### config.mk
export PLATFORM = sky130hd
export DESIGN_NAME = lan_power_link_status_regs
export DESIGN_NICKNAME = d
export VERILOG_FILES = /design/src/hw/lan_power_link_status_pkg.sv /design/src/hw/lan_power_link_status_regs.sv /design/src/hw/sync_level.sv
export VERILOG_INCLUDE_DIRS = /design/src /design/src/hw
export SDC_FILE = /design/constraint.sdc
export NUM_CORES = 1
export LEC_CHECK = 0
export ABC_AREA = 1
export BUFFER_PORTS_ARGS = -buffer_cell sky130_fd_sc_hd__buf_2
export CORE_UTILIZATION = 60
export CTS_BUF_LIST = sky130_fd_sc_hd__clkbuf_4 sky130_fd_sc_hd__clkbuf_8
export CTS_CLUSTER_DIAMETER = 200
export DETAILED_ROUTE_END_ITERATION = 10
export GPL_TIMING_DRIVEN = 0
export PLACE_DENSITY_LB_ADDON = 0.08
export SYNTH_ARGS = -nofsm -noshare
export SYNTH_HDL_FRONTEND = slang
export SYNTH_HIERARCHICAL = 1
export SYNTH_SLANG_ARGS = --single-unit
### constraint.sdc
create_clock -name CLK -period 5.3 [get_ports CLK]
set_input_delay 1.06 -clock CLK [delete_from_list [all_inputs] [get_ports CLK]]
set_output_delay 1.06 -clock CLK [all_outputs]
set_load 0.01 [all_outputs]
### src/hw/lan_power_link_status_regs.svh
`ifndef LAN_POWER_LINK_STATUS_REGS_SVH
`define LAN_POWER_LINK_STATUS_REGS_SVH

// ==========================================================================
// register indices; the map itself prints no offsets, these are local
`define IDX_RX_BYTE_COUNT      3'h0
`define IDX_EARLY_RX           3'h1
`define IDX_FLOW_CONTROL       3'h2
`define IDX_WAKE_EVENT         3'h3
`define IDX_GEN_CONTROL        3'h4
`define IDX_GEN_STATUS         3'h5

// ==========================================================================
// wake event indication fields
`define WAKE_LINK_CHANGE_BIT   31
`define WAKE_UNSUPPORTED_BIT   30
`define WAKE_PACKET_BIT        29
`define WAKE_PME_BIT           24

// ==========================================================================
// general control and status fields
`define GCTL_DEEP_PD_BIT       1
`define GCTL_CLK_HOLD_BIT      0
`define GSTAT_DUPLEX_BIT       2
`define GSTAT_SPEED_BIT        1
`define GSTAT_LINK_BIT         0

// ==========================================================================
// command block status word
`define CB_EARLY_RX_BIT        9

// ==========================================================================
// reset values
`define GCTL_RESET             8'h00
`define FLOW_CTL_RESET         32'h0000_0000
`define EARLY_RX_RESET         16'h0000

`endif

### src/hw/lan_power_link_status_pkg.sv
package lan_power_link_status_pkg;
  typedef enum logic [1:0] {
    FC_OFF,
    FC_ON,
    FC_PAUSE,
    FC_RSVD
  } flow_cmd_t;
endpackage

### src/hw/lan_power_link_status_regs.sv
`timescale 1ns/1ps
`include "lan_power_link_status_regs.svh"
module lan_power_link_status_regs
  import lan_power_link_status_pkg::*;
#(
  parameter int CNT_W = 32
) (
  input  wire logic        CLK,
  input  wire logic        RST,
  input  wire logic        ALTERNATE_RESET_N,
  input  wire logic        REG_WR,
  input  wire logic        REG_RD,
  input  wire logic [2:0]  REG_IDX,
  input  wire logic [31:0] REG_WDATA,
  output logic      [31:0] REG_RDATA,
  input  wire logic        RX_DMA_VALID,
  input  wire logic [2:0]  RX_DMA_BYTES,
  input  wire logic        RX_FRAME_START,
  input  wire logic        PKT_MATCH,
  input  wire logic        WAKE_EVENT,
  input  wire logic        PM_STATE_D2D3,
  input  wire logic        PHY_LINK,
  input  wire logic        PHY_SPEED_100,
  input  wire logic        PHY_FULL_DUPLEX,
  output logic             PME_STATUS,
  output logic             PME_OUT,
  output logic             EARLY_RX_FLAG,
  output logic             INTA_REQ,
  output logic             DEEP_POWER_DOWN,
  output logic             CLK_REQUEST_HOLD,
  output logic [1:0]       FLOW_CMD,
  output logic [15:0]      FLOW_THRESHOLD
);
  initial begin
    if (CNT_W < 8 || CNT_W > 32) $error("CNT_W must lie in 8..32");
  end

  // ========================================================================
  // pin synchronisers
  logic [2:0] phy_s;
  logic       alternate_reset_n_s;
  sync_level #(.WIDTH(3)) u_sync_phy (
    .clk (CLK),
    .d   ({PHY_FULL_DUPLEX, PHY_SPEED_100, PHY_LINK}),
    .q   (phy_s)
  );
  sync_level #(.WIDTH(1)) u_sync_alt (
    .clk (CLK),
    .d   (ALTERNATE_RESET_N),
    .q   (alternate_reset_n_s)
  );
  wire alt_rst    = ~alternate_reset_n_s;
  wire link_s     = phy_s[0];
  wire speed_s    = phy_s[1];
  wire duplex_s   = phy_s[2];

  // ========================================================================
  // decode
  wire wr_count    = REG_WR && REG_IDX == `IDX_RX_BYTE_COUNT;
  wire wr_early    = REG_WR && REG_IDX == `IDX_EARLY_RX;
  wire wr_flow     = REG_WR && REG_IDX == `IDX_FLOW_CONTROL;
  wire wr_wake     = REG_WR && REG_IDX == `IDX_WAKE_EVENT;
  wire wr_gctl     = REG_WR && REG_IDX == `IDX_GEN_CONTROL;

  // ========================================================================
  // receive byte count and early receive
  logic [CNT_W-1:0] rx_count_ff;
  logic [15:0]      early_len_ff;
  logic [15:0]      frame_len_ff;
  logic             early_done_ff;
  logic             early_flag_ff;
  wire [CNT_W-1:0]  nxt_rx_count = rx_count_ff + CNT_W'(RX_DMA_BYTES);
  wire [15:0]       nxt_frame_len = frame_len_ff + 16'(RX_DMA_BYTES);
  // a zero threshold disables the early interrupt
  wire early_hit = RX_DMA_VALID && !early_done_ff && early_len_ff != 16'h0000
                   && nxt_frame_len >= early_len_ff;
  wire early_clr = wr_early && REG_WDATA[31];

  always_ff @(posedge CLK) begin
    if (RST) begin
      rx_count_ff <= '0;
    end else if (wr_count) begin
      rx_count_ff <= '0;
    end else if (RX_DMA_VALID) begin
      rx_count_ff <= nxt_rx_count;
    end
  end

  always_ff @(posedge CLK) begin
    if (RST) begin
      early_len_ff  <= `EARLY_RX_RESET;
      frame_len_ff  <= 16'h0000;
      early_done_ff <= 1'b0;
      early_flag_ff <= 1'b0;
    end else begin
      if (wr_early) early_len_ff <= REG_WDATA[15:0];
      if (RX_FRAME_START) begin
        frame_len_ff  <= 16'h0000;
        early_done_ff <= 1'b0;
      end else if (RX_DMA_VALID) begin
        frame_len_ff  <= nxt_frame_len;
        if (early_hit) early_done_ff <= 1'b1;
      end
      // set wins over a clear in the same cycle
      if (early_hit) early_flag_ff <= 1'b1;
      else if (early_clr) early_flag_ff <= 1'b0;
    end
  end

  // ========================================================================
  // flow control
  logic [31:0] flow_ff;
  always_ff @(posedge CLK) begin
    if (RST) flow_ff <= `FLOW_CTL_RESET;
    else if (wr_flow) flow_ff <= REG_WDATA;
  end

  // ========================================================================
  // wake event indication, kept across the ordinary reset
  logic link_q_ff;
  logic wake_link_ff;
  logic wake_pkt_ff;
  logic wake_pme_ff;
  wire  link_change = link_s != link_q_ff;
  wire  w1c_link = wr_wake && REG_WDATA[`WAKE_LINK_CHANGE_BIT];
  wire  w1c_pkt  = wr_wake && REG_WDATA[`WAKE_PACKET_BIT];
  wire  w1c_pme  = wr_wake && REG_WDATA[`WAKE_PME_BIT];

  always_ff @(posedge CLK) begin
    if (RST) link_q_ff <= 1'b0;
    else link_q_ff <= link_s;
  end

  always_ff @(posedge CLK) begin
    if (alt_rst) begin
      wake_link_ff <= 1'b0;
      wake_pkt_ff  <= 1'b0;
      wake_pme_ff  <= 1'b0;
    end else begin
      wake_link_ff <= link_change | (wake_link_ff & ~w1c_link);
      wake_pkt_ff  <= PKT_MATCH | (wake_pkt_ff & ~w1c_pkt);
      // WAKE_EVENT input only, not link change or packet match; independent of the PME enable
      wake_pme_ff  <= WAKE_EVENT | (wake_pme_ff & ~w1c_pme);
    end
  end

  wire [31:0] wake_rd = {wake_link_ff, 1'b0, wake_pkt_ff, 4'h0,
                         wake_pme_ff, 24'h00_0000};

  // ========================================================================
  // general control and status
  logic [1:0] gctl_ff;
  always_ff @(posedge CLK) begin
    if (RST) gctl_ff <= 2'(`GCTL_RESET);
    else if (wr_gctl) gctl_ff <= REG_WDATA[1:0];
  end
  // link bit taken from the same flop the change detector compares, so flag and bit move together
  wire [7:0] gstat = {5'h00, duplex_s, speed_s, link_q_ff};
  wire [7:0] gctl_rd = {6'h00, gctl_ff};

  // ========================================================================
  // read mux
  logic [31:0] rd_mux;
  always_comb begin
    unique case (REG_IDX)
      `IDX_RX_BYTE_COUNT: rd_mux = 32'(rx_count_ff);
      `IDX_EARLY_RX:      rd_mux = {early_flag_ff, 15'h0000, early_len_ff};
      `IDX_FLOW_CONTROL:  rd_mux = flow_ff;
      `IDX_WAKE_EVENT:    rd_mux = wake_rd;
      `IDX_GEN_CONTROL:   rd_mux = {24'h00_0000, gctl_rd};
      `IDX_GEN_STATUS:    rd_mux = {24'h00_0000, gstat};
      default:            rd_mux = 32'h0000_0000;
    endcase
  end

  // ========================================================================
  // registered outputs
  always_ff @(posedge CLK) begin
    if (RST) begin
      REG_RDATA        <= 32'h0000_0000;
      EARLY_RX_FLAG    <= 1'b0;
      INTA_REQ         <= 1'b0;
      DEEP_POWER_DOWN  <= 1'b0;
      CLK_REQUEST_HOLD <= 1'b0;
      FLOW_CMD         <= 2'h0;
      FLOW_THRESHOLD   <= 16'h0000;
    end else begin
      REG_RDATA        <= REG_RD ? rd_mux : 32'h0000_0000;
      EARLY_RX_FLAG    <= early_flag_ff;
      INTA_REQ         <= early_flag_ff;
      // deep power-down only while parked in D2/D3 with no link
      DEEP_POWER_DOWN  <= gctl_ff[`GCTL_DEEP_PD_BIT] && PM_STATE_D2D3 && !link_s;
      CLK_REQUEST_HOLD <= gctl_ff[`GCTL_CLK_HOLD_BIT];
      FLOW_CMD         <= flow_ff[17:16];
      FLOW_THRESHOLD   <= flow_ff[15:0];
    end
  end

  // pme follows the wake flag; survives ordinary reset with it
  always_ff @(posedge CLK) begin
    if (alt_rst) begin
      PME_STATUS <= 1'b0;
      PME_OUT    <= 1'b0;
    end else begin
      PME_STATUS <= (wake_pme_ff & ~w1c_pme) | WAKE_EVENT;
      PME_OUT    <= (wake_pme_ff & ~w1c_pme) | WAKE_EVENT;
    end
  end
endmodule // lan_power_link_status_regs

### src/hw/sync_level.sv
`timescale 1ns/1ps
module sync_level #(
  parameter int WIDTH = 1
) (
  input  wire logic             clk,
  input  wire logic [WIDTH-1:0] d,
  output logic      [WIDTH-1:0] q
);
  // first stage is read only by the second stage
  logic [WIDTH-1:0] meta_ff;

  always_ff @(posedge clk) begin
    meta_ff <= d;
    q       <= meta_ff;
  end
endmodule // sync_level

## Word-level counts from Yosys, hierarchy flattened

Cells that the tools add are included.

| word-level totals | value |
|---|---|
| register bits after elaboration | 165 |
| input bits | 51 |

| operators by class | value |
|---|---|
| $add $sub $neg | 2 |
| $lt $le $gt $ge | 1 |
| equality and inequality tests | 6 |
| mux-type cells | 3 |
| bitwise gates (word level) | 10 |
| reduce and logical (&&, ||, !) cells | 23 |

Operators by type and width:

| cell | count |
|---|---|
| case mux 32 bit (6 select lines) | 1 |
| adder 32 x 3 -> 32 bit | 1 |
| adder 16 x 3 -> 16 bit | 1 |
| greater-or-equal comparator 16 bit | 1 |
| nonzero test 16 bit | 1 |
| logical AND 1 bit | 14 |
| equality test 3 x 2 -> 1 bit, second input constant | 2 |
| equality test 3 bit, second input constant | 2 |
| OR reduction 2 bit | 3 |
| NOT 1 bit | 4 |
| AND 1 bit | 3 |
| equality test 3 x 1 -> 1 bit, second input constant | 1 |
| logical NOT 3 bit | 1 |
| bitwise OR 1 bit | 3 |
| logical NOT 1 bit | 2 |
| two-way mux 1 bit | 2 |
| AND reduction 2 bit | 1 |
| nonzero test 2 bit | 1 |
| inequality test 1 bit | 1 |

## Longest topological paths before layout

Gate-level depths: netlist (run 1).

| depth | value |
|---|---|
| depth in word-level cells | 6 |
| mapped depth | 19 |
| depth with buffers taken out | 19 |

## Modules after synthesis

Netlist (run 1), hierarchy kept.

By module, submodules not included:

| module | instances | cells an instance | area each (um2) | seq. area each (um2) |
|---|---|---|---|---|
| lan_power_link_status_regs | 1 | 959 | 7073.0 | 3143.0 |
| sync_level at u_sync_phy | 1 | 6 | 120.1 | 120.1 |
| sync_level at u_sync_alt | 1 | 2 | 40.0 | 40.0 |

## Worst setup path after synthesis (run 1)

No wires, ideal clock.

| timing path | value |
|---|---|
| path kind | input to register |
| start point | input port RX_DMA_BYTES[0] |
| end point | register early_flag_ff |
| setup time | 0.074 ns |
| arrival | 3.026 ns |
| required time | 5.226 ns |
| path slack | 2.200 ns |
| cell stages on the path | 19 |
| path buffers | 0 |
| path through | ha_1 fa_1 nand2_1 nand2_1 nand3_1 inv_1 nand2_1 nor2_1 nand2_1 nand2_1 ha_1 nand4_1 nor2_1 nand2_1 inv_1 nand2_1 nand2_1 nand2_1 o21ai_0 |

| on the way | value |
|---|---|
| cells in the longest elaborated chain, start to end | 4 |
| elaborated cells between the ends (all ways) | 5 |
| those cells by class | add/sub (1); order compare (1); mux (1); reduce/logical (2) |

Ends and longest elaborated chain:

| element | RTL line | source |
|---|---|---|
| from (decl) | lan_power_link_status_regs.sv:17 | `input wire logic [2:0] RX_DMA_BYTES,` |
| adder 16 x 3 -> 16 bit * | lan_power_link_status_regs.sv:73 | `wire [15:0] nxt_frame_len = frame_len_ff + 16'(RX_DMA_BYTES);` |
| net nxt_frame_len[14] | lan_power_link_status_regs.sv:73 |  |
| greater-or-equal comparator 16 bit * | lan_power_link_status_regs.sv:76 | `&& nxt_frame_len >= early_len_ff;` |
| logical AND 1 bit * | lan_power_link_status_regs.sv:76 |  |
| two-way mux 1 bit / nonzero test 2 bit (equally long branches) | -- |  |
| to (signal assigned) | lan_power_link_status_regs.sv:94 | `early_flag_ff <= 1'b0;` |
| to (signal assigned) | lan_power_link_status_regs.sv:105 | `if (early_hit) early_flag_ff <= 1'b1;` |
| to (signal assigned) | lan_power_link_status_regs.sv:106 | `else if (early_clr) early_flag_ff <= 1'b0;` |
| to (decl) | lan_power_link_status_regs.sv:71 | `logic early_flag_ff;` |

Mark *: on every way through the listed nets, which the timed path passes. The rest lies on a longest branch.
A chain may end at the register's enable or synchronous reset.

## Final worst setup path (run 1)

Same ends and word-level chain as after synthesis.

==> parameters.txt, run 1 <==
Parameter                              Value

Global routing
  Wire length of the first global-routing pass    just under 30000 um
  Overall fraction of global-route tracks in use    between 20% and 30%
  Largest net degree at the start of global routing    19
  Via count of the first global-routing pass    6066
  Total gr overflow    0
  Antenna violations before repair    0

Worst setup path
  Slack of the worst reg-to-reg path    around 2600 ps
  Most prevalent standard cell on the critical path    nand2_1
  Endpoint kind of the worst setup timing path    register
  Largest fanout on the critical path    4
  Worst setup SP type    input pin
  CP required    ~5700 ps
  Slowest CP cell    fa_1
  FF-to-FF path depth    19
  Type of the worst setup path    in -> reg
  Critical path's largest stage delay    roughly 380 ps
  Cells along the critical path    buf_2 > ha_1 > fa_1 > nand2_1 > nand2_1 > nand3_1 > inv_1 > nand2_1 > nor2_1 > nand2_1 > nand2_1 > ha_1 > nand4_1 > nor2_1 > nand2_1 > inv_1 > nand2_1 > nand2_1 > nand2_1 > o21ai_0
  Destination of the worst register-to-register timing path    early_flag_ff
  CP Buf/Inv Count    3
  Startpoint of the worst register-to-register path    frame_len_ff[0]
  Cell family with most CP delay    simple AND/OR/NAND/NOR gates
  WP data arrival    between 3000 and 4000 ps
  Launching element of the worst setup path    RX_DMA_BYTES[0]

Yosys
  EDFF count, synth    0
  Synthesized instance count    between 900 and 1000
  Most used flip-flop cell after synthesis    dfxtp_1
  Flip-flop and latch count after synthesis    165
  Post-Synthesis Mean Instance Area    7.480 um^2
  Synthesized netlist net count    ~1000
  Sequential element share of the synthesized area    a little under half
  Mapped cell area    about 7200 um^2
  Async set-reset flop share out of synthesis    0%
  YS warnings    6
  Number of distinct library cell variants in the gate-level netlist after synthesis    42

Routing
  Via total after detailed routing    around 6700
  Number of remaining DRC errors    9
  Via density per instance    between 5 and 6
  First DRT Iteration DRCs    around 520
  Number of routed nets with antenna violations    0
  Drt pass-1 iters    9
  Final Routed Wirelength    between 15000 and 20000 um
  WL per Instance    between 10 and 15 um

Cells and area
  Utilization of the core after routing    between 70% and 80%
  Ratio of cells with drive above 1 in the final layout    about 17%
  Fin cells    between 1000 and 1500
  Number of antenna cells inserted    0
  Post-route standard cell area excluding fillers    8317 um^2
  Final net count    approximately 1200
  Area added between synthesis and finish    14.98%

Placement
  Final weighted congestion in routability-driven placement    around 0.9
  HPWL after detailed placement    13640 um
  Placed cell count    between 1000 and 1500
  PortBufs    between 100 and 150
  Placed cell areas    just under 8000 um^2
  Pre-CTS setup slack    between 1500 and 2000 ps

STA
  Min setup slack post-route    approximately 2200 ps
  Measured slew at the worst slew-check pin    530.9 ps
  Setup repair after global routing missed its margin    false
  Number of pins exceeding their max-slew limit in the final report    0
  Count of final hold-check violations    0
  Clock tree skew after final layout    9.844 ps
  Final-report setup violation count    0
  Timing-limited maximum frequency    about 0.33 GHz
  Relative slew slack    64.61%
  Min Tclk post-route    between 3000 and 4000 ps
  Smallest hold slack    ~330 ps
  Final sum of negative setup slack    0 ps
  Post-route fraction of the period consumed by the critical path    57.89%

Clock network
  Clock H-tree levels    4
  Clock transition time at the flip-flop clock pins of the worst setup and hold paths    ~90 ps
  Clock tree from TritonCTS    built
  Hold-fix buffers at CTS    0
  CTS buffer count    17
  Root buffer cell    clkbuf_8
  # resized after CTS    0
  Post-CTS setup buffer count    0
  Clock latency at the later pin of the worst-skew pair    490 ps
  # clock sinks    165
  Maximum clock insertion buffer count    2

Pwr
  Power Density    roughly 290 nW/um^2
  Psw    roughly 0.7 mW
  Static leakage    between 3 and 4 nW
  Cell-internal power    1.703 mW
  Worst vdd rail ir drop    ~0.24 mV
  Switching share of power    between 20 and 30%
  Clock Power Share    a little under two fifths
  Logic gate share of total power    under 10%
  Sequential cell fraction of total power    between 50% and 60%
  Total power after layout    2.391 mW

Floorplan
  Die W    around 110 um
  Cell row count    39
  Top Ports    ~110
  Die area    approximately 12000 um^2
  Die Span Y    approximately 110 um
  Starting Density    ~63%
  Area of the placeable core    around 12000 um^2

Hold path
  Hold Path Sink    u_sync_alt/q
  Worst min path class    reg -> reg
  Startpoint of the tightest hold check path    u_sync_alt/meta_ff
  Cell depth of the worst min-delay path    0

Run status
  Failing checks    design-rule violations
  Run status    finished, violations left

Flow run
  Maxcap violations    0
-- power groups by stage --
stage / clock [mW] / sequential (mW) / combinational (mW)
floorplan: 0 / 1.31 / 0.139
global placement: 0 / 1.32 / 0.207
detailed placement: 0 / 1.32 / 0.212
CTS: 0.898 / 1.29 / 0.213
global route: 0.947 / 1.29 / 0.241
finish: 0.889 / 1.29 / 0.214
-- sequential cells by signal (all words and copies together), names as in the netlist, 2 cells and up --
signal	cells
FLOW_THRESHOLD	16
FLOW_CMD	2
rx_count_ff	32
flow_ff	32
gctl_ff	2
u_sync_phy/q	3
frame_len_ff	16
REG_RDATA	32
u_sync_phy/meta_ff	3
early_len_ff	16
-- cell type report --
class,instances,area [um^2]
plain buffers,36,201.4
multi-input cells,617,3169
well taps,143,178.9
flip-flops and latches,165,3303
repair buffers,104,520.5
clock buffers,17,234.0
fillers,980,3248
inverters,149,559.3
clock inverters,15,150.1
-- kinds of logic (layout without fill, tap and decap cells) --
family                   Yosys count  in the layout  synth area share, %
buffers and inverters            185            321                10.52
adder cells (fa/ha/maj)           24             24                4.359
flip-flops                       165            165                45.67
AND/OR/NAND/NOR                  366            366                22.42
AO/OA/AOI/OAI                    220            220                16.19
XOR/XNOR                           7              7               0.8476
-- worst max path at each step --
stage | to | cells past startpoint
floorplan | early_flag_ff | 19
detailed placement | early_flag_ff | 20
finish | early_flag_ff | 20
global route | early_flag_ff | 20
global placement | early_flag_ff | 20
CTS | early_flag_ff | 20
-- routing by layer --
layer | part of all wire [%] | wire (um) | vias up | track usage (%)
li1 | - | - | 3375 | -
met1 | 44 | 7888 | 3073 | 35.64
met3 | 5.0 | 894 | 28 | 5.280
met2 | 49 | 8878 | 209 | 52.46
met4 | 1.8 | 316 | 0 | 10.27
met5 | 0 | 0 | - | 0
-- layout by cell type, fill, tap and decap left out, types with 17 or more instances in the layout --
cell type | synthesis | final
buf_2 | 13 | 117
a21oi_1 | 100 | 100
o21ai_0 | 86 | 86
dfxtp_1 | 165 | 165
clkbuf_8 | 0 | 17
ha_1 | 22 | 22
nand2_1 | 166 | 166
nand4_1 | 19 | 19
nand3_1 | 38 | 38
inv_1 | 139 | 139
nor2_1 | 108 | 108
-- cells in the mapped netlist, drive strengths merged (2+ instances only) --
cell type / count / area [um^2]
a211oi: 3 / 22.52
a21oi: 100 / 500.5
clkbuf: 15 / 57.55
xnor2: 2 / 17.52
nor2: 119 / 513.0
a22oi: 3 / 22.52
ha: 22 / 275.3
o21ai: 93 / 476.7
nor3: 11 / 71.32
nand2: 170 / 653.1
o221ai: 2 / 17.52
inv: 148 / 555.5
buf: 21 / 143.9
or2: 2 / 12.51
a31oi: 3 / 18.77
fa: 2 / 40.04
dfxtp: 165 / 3303
xor2: 5 / 43.79
o22ai: 12 / 75.07
nand4: 19 / 118.9
nand3b: 4 / 30.03
nand3: 40 / 210.2
-- worst register-to-register path, cell delays in order (launching register included) --
cell and delay, ps:
dfxtp_1 330, ha_1 210, fa_1 380, nand2_1 90
nand2_1 60, nand3_1 170, inv_1 100, nand2_1 90
nor2_1 50, nand2_1 70, nand2_1 100, ha_1 310
nand4_1 120, nor2_1 140, nand2_1 70, inv_1 50
nand2_1 40, nand2_1 50, nand2_1 80, o21ai_0 130
No activity file was read; power rests on OpenSTA's default activity.
==> run 2, diff against run 1 <==
CORE_UTILIZATION = 59   (was 60)
clock period = 3.2 ns   (was 5.3 ns; I/O delays follow)
==> run 2 against run 1 <==
  * Worst setup slack worse by 1700 ps
  * Power is 72% higher
  * The flow now finishes without violations
  * Largest power group unchanged
  * Critical path depth is 1 lower
  * Wire length is 0.57% lower
  * Highest routed layer unchanged
  * Via count is 1.3% lower
  * Clock skew is 3.1 ps higher
  * Clock power is 83% higher
==> parameters.txt, run 2 (synthesized netlist as in run 1, its figures left out) <==
Parameter                              Value

Routing
  Number of remaining DRC errors    0
  Via total after detailed routing    6600
  Via density per instance    between 5 and 6
  WL per Instance    approximately 14 um
  First DRT Iteration DRCs    562
  Final Routed Wirelength    between 15000 and 20000 um
  Drt pass-1 iters    6
  Number of routed nets with antenna violations    0

Worst setup path
  Largest fanout on the critical path    4
  Startpoint of the worst register-to-register path    frame_len_ff[0]
  Critical path's largest stage delay    between 300 and 400 ps
  Worst setup SP type    register
  Most prevalent standard cell on the critical path    nand2_1
  CP Buf/Inv Count    2
  Endpoint kind of the worst setup timing path    register
  Cell family with most CP delay    simple AND/OR/NAND/NOR gates
  CP required    3610 ps
  Slowest CP cell    fa_1
  FF-to-FF path depth    19
  Destination of the worst register-to-register timing path    early_flag_ff
  WP data arrival    slightly above 3000 ps
  Number of gates on the worst path with buffers counted    19
  Type of the worst setup path    reg -> reg
  Cells along the critical path    ha_1 > fa_1 > nand2_1 > nand2_1 > nand3_1 > inv_1 > nand2_1 > nor2_1 > nand2_1 > nand2_1 > ha_1 > nand4_1 > nor2_1 > nand2_1 > inv_1 > nand2_1 > nand2_1 > nand2_1 > o21ai_0
  Slack of the worst reg-to-reg path    540 ps

Placement
  PortBufs    roughly 100
  HPWL after detailed placement    13700 um
  Pre-CTS setup slack    roughly 67 ps
  Final weighted congestion in routability-driven placement    between 0.9 and 1

Clock network
  Hold-fix buffers at CTS    0
  Root buffer cell    clkbuf_8
  # resized after CTS    0
  # clock sinks    165
  Clock latency at the later pin of the worst-skew pair    470 ps
  Clock transition time at the flip-flop clock pins of the worst setup and hold paths    ~90 ps
  Maximum clock insertion buffer count    2
  Post-CTS setup buffer count    0
  Clock H-tree levels    4
  Clock tree from TritonCTS    built
  CTS buffer count    17

STA
  Measured slew at the worst slew-check pin    approximately 500 ps
  Timing-limited maximum frequency    about 0.38 GHz
  Final sum of negative setup slack    0 ps
  Clock tree skew after final layout    about 13 ps
  Setup repair after global routing missed its margin    false
  Min Tclk post-route    2664 ps
  Final-report setup violation count    0
  Relative slew slack    66.54%
  Min setup slack post-route    roughly 540 ps
  Count of final hold-check violations    0
  Post-route fraction of the period consumed by the critical path    around 83%
  Number of pins exceeding their max-slew limit in the final report    0

Cells and area
  Area added between synthesis and finish    15.62%
  Number of antenna cells inserted    0
  Final net count    between 1000 and 1500
  Ratio of cells with drive above 1 in the final layout    approximately 17%
  Most common library cell in the layout ignoring fill and taps    nand2_1
  Top library cells by usage in the layout, fill and taps aside    nand2_1, dfxtp_1, inv_1
  Largest registers    REG_RDATA: 32 flops, flow_ff: 32 flops, rx_count_ff: 32 flops

Floorplan
  Starting Density    slightly above 60%
  Cell row count    40
  Die area    12710 um^2
  Top Ports    107
  Area of the placeable core    between 10000 and 15000 um^2
  Die W    112.7 um
  Die Span Y    around 110 um

Global routing
  Via count of the first global-routing pass    between 6000 and 7000
  Antenna violations before repair    0
  Overall fraction of global-route tracks in use    around 30%
  Wire length of the first global-routing pass    around 29000 um
  Total gr overflow    0
  Largest net degree at the start of global routing    17

Pwr
  Static leakage    roughly 3.9 nW
  Worst vdd rail ir drop    approximately 0.38 mV
  Power Density    roughly 500 nW/um^2

Hold path
  Cell depth of the worst min-delay path    1
  Hold Path Sink    u_sync_alt/meta_ff
  Startpoint of the tightest hold check path    ALTERNATE_RESET_N
  Worst min path class    in -> reg

Run status
  Run status    complete, no violations

Flow run
  Maxcap violations    0
-- run 2: per-stage QoR --
step,total power [mW],util [%],instance area [um^2],std cells,hold slack [ps]
final,4.112,69.92,8363,1250,260.4
after CTS,4.120,69.92,8363,1250,252.9
after global placement,2.523,66.36,7938,1218,311.8
after floorplan,2.407,-,7233,967,309.6
after global routing,4.270,69.92,8363,1250,242.4
after detailed placement,2.531,66.36,7938,1218,312.1
-- run 2: worst max path at each step --
stage	start	end
finish	frame_len_ff[0]	early_flag_ff
global route	frame_len_ff[0]	early_flag_ff
CTS	frame_len_ff[0]	early_flag_ff
detailed placement	RX_DMA_BYTES[0]	early_flag_ff
global placement	RX_DMA_BYTES[0]	early_flag_ff
floorplan	RX_DMA_BYTES[0]	early_flag_ff
-- run 2: metal layers --
layer / global-route usage (%) / routed length, um
met1: 36.27 / 7804
met2: 50.08 / 8636
met3: 6.374 / 961
met4: 11.73 / 472
met5: 0 / 0
-- run 2: final cells by class --
| class | instances | area (um^2) |
|---|---|---|
| plain buffers | 36 | 201.4 |
| clock buffers | 17 | 234.0 |
| clock inverters | 15 | 191.4 |
| fillers | 1049 | 3598 |
| inverters | 149 | 559.3 |
| multi-input cells | 617 | 3169 |
| flip-flops and latches | 165 | 3303 |
| well taps | 147 | 183.9 |
| repair buffers | 104 | 520.5 |
-- run 2: power by group --
part	leakage [nW]	internal [mW]	switching [mW]
Combinational	2.31	0.130	0.224
Sequential	1.34	2.11	0.0272
Clock	0.210	0.791	0.834
==> run 3, diff against run 2 <==
clock period = 2.55 ns   (was 3.2 ns; I/O delays follow)
==> run 3 against run 2 <==
  * The run now ends with design-rule violations left
  * Final area rose by 1.1%
  * Die area unchanged
  * Fmax up 6.5%
  * Critical path type unchanged
  * Wire length grew 2.8%
  * Non-clock buffer count rose by 3
==> parameters.txt, run 3 (synthesized netlist as in run 1, its figures left out) <==
Parameter                              Value

Worst setup path
  Critical path's largest stage delay    between 300 and 400 ps
  WP data arrival    2860 ps
  Largest fanout on the critical path    4
  Worst setup SP type    register
  Cells along the critical path    ha_4 > fa_2 > nand2_2 > nand2_2 > nand3_4 > nor2_2 > xor2_1 > ha_1 > nand2_1 > inv_1 > nand2_1 > nand2_1 > nor2_1 > nand2_1 > nand2_1 > nand2_1 > nand2_2 > a21oi_2
  Slack of the worst reg-to-reg path    about 48 ps
  Slowest CP cell    fa_2
  Type of the worst setup path    reg -> reg
  Most prevalent standard cell on the critical path    nand2_1
  CP required    approximately 2900 ps
  Endpoint kind of the worst setup timing path    register

Routing
  Drt pass-1 iters    8
  First DRT Iteration DRCs    488
  Via density per instance    about 5.3
  Via total after detailed routing    roughly 6600
  Final Routed Wirelength    18380 um
  Number of routed nets with antenna violations    0
  WL per Instance    about 15 um
  Number of remaining DRC errors    1

Floorplan
  Starting Density    60.47%
  Die area    approximately 13000 um^2
  Area of the placeable core    ~12000 um^2
  Cell row count    40
  Die W    112.7 um
  Die Span Y    about 110 um
  Top Ports    roughly 110

Global routing
  Antenna violations before repair    0
  Overall fraction of global-route tracks in use    roughly 30%
  Largest net degree at the start of global routing    20
  Via count of the first global-routing pass    around 6100
  Wire length of the first global-routing pass    between 20000 and 30000 um
  Total gr overflow    0

Cells and area
  Final net count    around 1200
  Area added between synthesis and finish    16.85%
  Top library cells by usage in the layout, fill and taps aside    dfxtp_1, nand2_1, inv_1
  Ratio of cells with drive above 1 in the final layout    between 10% and 20%
  Number of antenna cells inserted    0
  Post-route standard cell area excluding fillers    about 8500 um^2
  Utilization of the core after routing    70.66%
  Most common library cell in the layout ignoring fill and taps    dfxtp_1
  Fill cells    approximately 1000
  Largest registers    REG_RDATA: 32 flops, flow_ff: 32 flops, rx_count_ff: 32 flops

Pwr
  Worst vdd rail ir drop    about 0.52 mV
  Power Density    approximately 600 nW/um^2
  Static leakage    between 3 and 4 nW

STA
  Number of pins exceeding their max-slew limit in the final report    0
  Min Tclk post-route    2502 ps
  Clock tree skew after final layout    between 10 and 15 ps
  Final sum of negative setup slack    0 ps
  Post-route fraction of the period consumed by the critical path    a little over nine tenths
  Count of final hold-check violations    0
  Setup repair after global routing missed its margin    true
  Timing-limited maximum frequency    0.3997 GHz
  Final-report setup violation count    0
  Smallest hold slack    approximately 120 ps
  Measured slew at the worst slew-check pin    535.7 ps
  Relative slew slack    between 60% and 70%

Clock network
  Clock transition time at the flip-flop clock pins of the worst setup and hold paths    approximately 100 ps
  Clock tree from TritonCTS    built
  Clock latency at the later pin of the worst-skew pair    just under 500 ps
  CTS buffer count    17
  Clock H-tree levels    4
  # clock sinks    around 170
  Maximum clock insertion buffer count    2
  Root buffer cell    clkbuf_8
  Hold-fix buffers at CTS    0

Placement
  Final weighted congestion in routability-driven placement    between 0.9 and 1
  PortBufs    ~100
  Placed cell areas    slightly below 8000 um^2
  HPWL after detailed placement    13770 um

Flow run
  Maxcap violations    0

Run status
  Run status    finished, violations left
  Failing checks    design-rule violations

Hold path
  Worst min path class    in -> reg
==> run 3: final timing paths <==
path	end	start	cells after the start
setup / recovery	early_done_ff	frame_len_ff[0]	18
hold / removal	u_sync_phy/meta_ff[0]	PHY_LINK	1
setup reg to reg	early_done_ff	frame_len_ff[0]	18
hold reg to reg	u_sync_phy/q[2]	u_sync_phy/meta_ff[2]	0
==> run 3: cell type report <==
type / count / area [um^2] / area share, %
multi-input cells: 617 / 3249 / 38.45
flip-flops and latches: 165 / 3304 / 39.10
inverters: 149 / 561.8 / 6.647
clock buffers: 17 / 234.0 / 2.768
plain buffers: 36 / 201.4 / 2.383
repair buffers: 107 / 543.0 / 6.425
clock inverters: 15 / 173.9 / 2.058
well taps: 147 / 183.9 / 2.176
==> run 3: critical path, delay by kind of cell, from the launching register on <==
kind	cells	cell delay, ps
adder cells (fa/ha/maj)	3	840
AO/OA/AOI/OAI	1	60
AND/OR/NAND/NOR	12	840
XOR/XNOR	1	230
buffers and inverters	1	50
flip-flops	1	350
==> run 3: repair_timing <==
item | 4_1_cts | 5_1_grt
gates resized for setup | 3 | 18
buffers inserted | 1 | 2
endpoints found under the setup margin | 2 | 2
pin swaps | 3 | 10
==> run 3: power breakdown <==
part | total [mW] | leakage (nW) | switching, mW | internal [mW]
registers | 2.68 | 1.34 | 0.0360 | 2.64
logic | 0.457 | 2.34 | 0.290 | 0.166
clock network | 1.92 | 0.209 | 1.17 | 0.756
total | 5.06 | 3.89 | 1.49 | 3.57
==> run 3: metal layers <==
layer	global-route usage, %	share of wire (%)	vias to the layer above
li1	-	-	3373
met1	36.14	44	3025
met2	50.95	48	204
met3	5.570	5.2	47
met4	13.60	2.8	0
met5	0	0	-
==> run 3: through the flow <==
step | cells | setup WS (ps) | power (mW)
after CTS | 1251 | 4.992 | 5.061
after global placement | 1218 | -361.6 | 3.167
after global routing | 1253 | -135.9 | 5.249
after floorplan | 967 | 47.20 | 3.021
final | 1253 | 48.16 | 5.060
after detailed placement | 1218 | -375.5 | 3.176
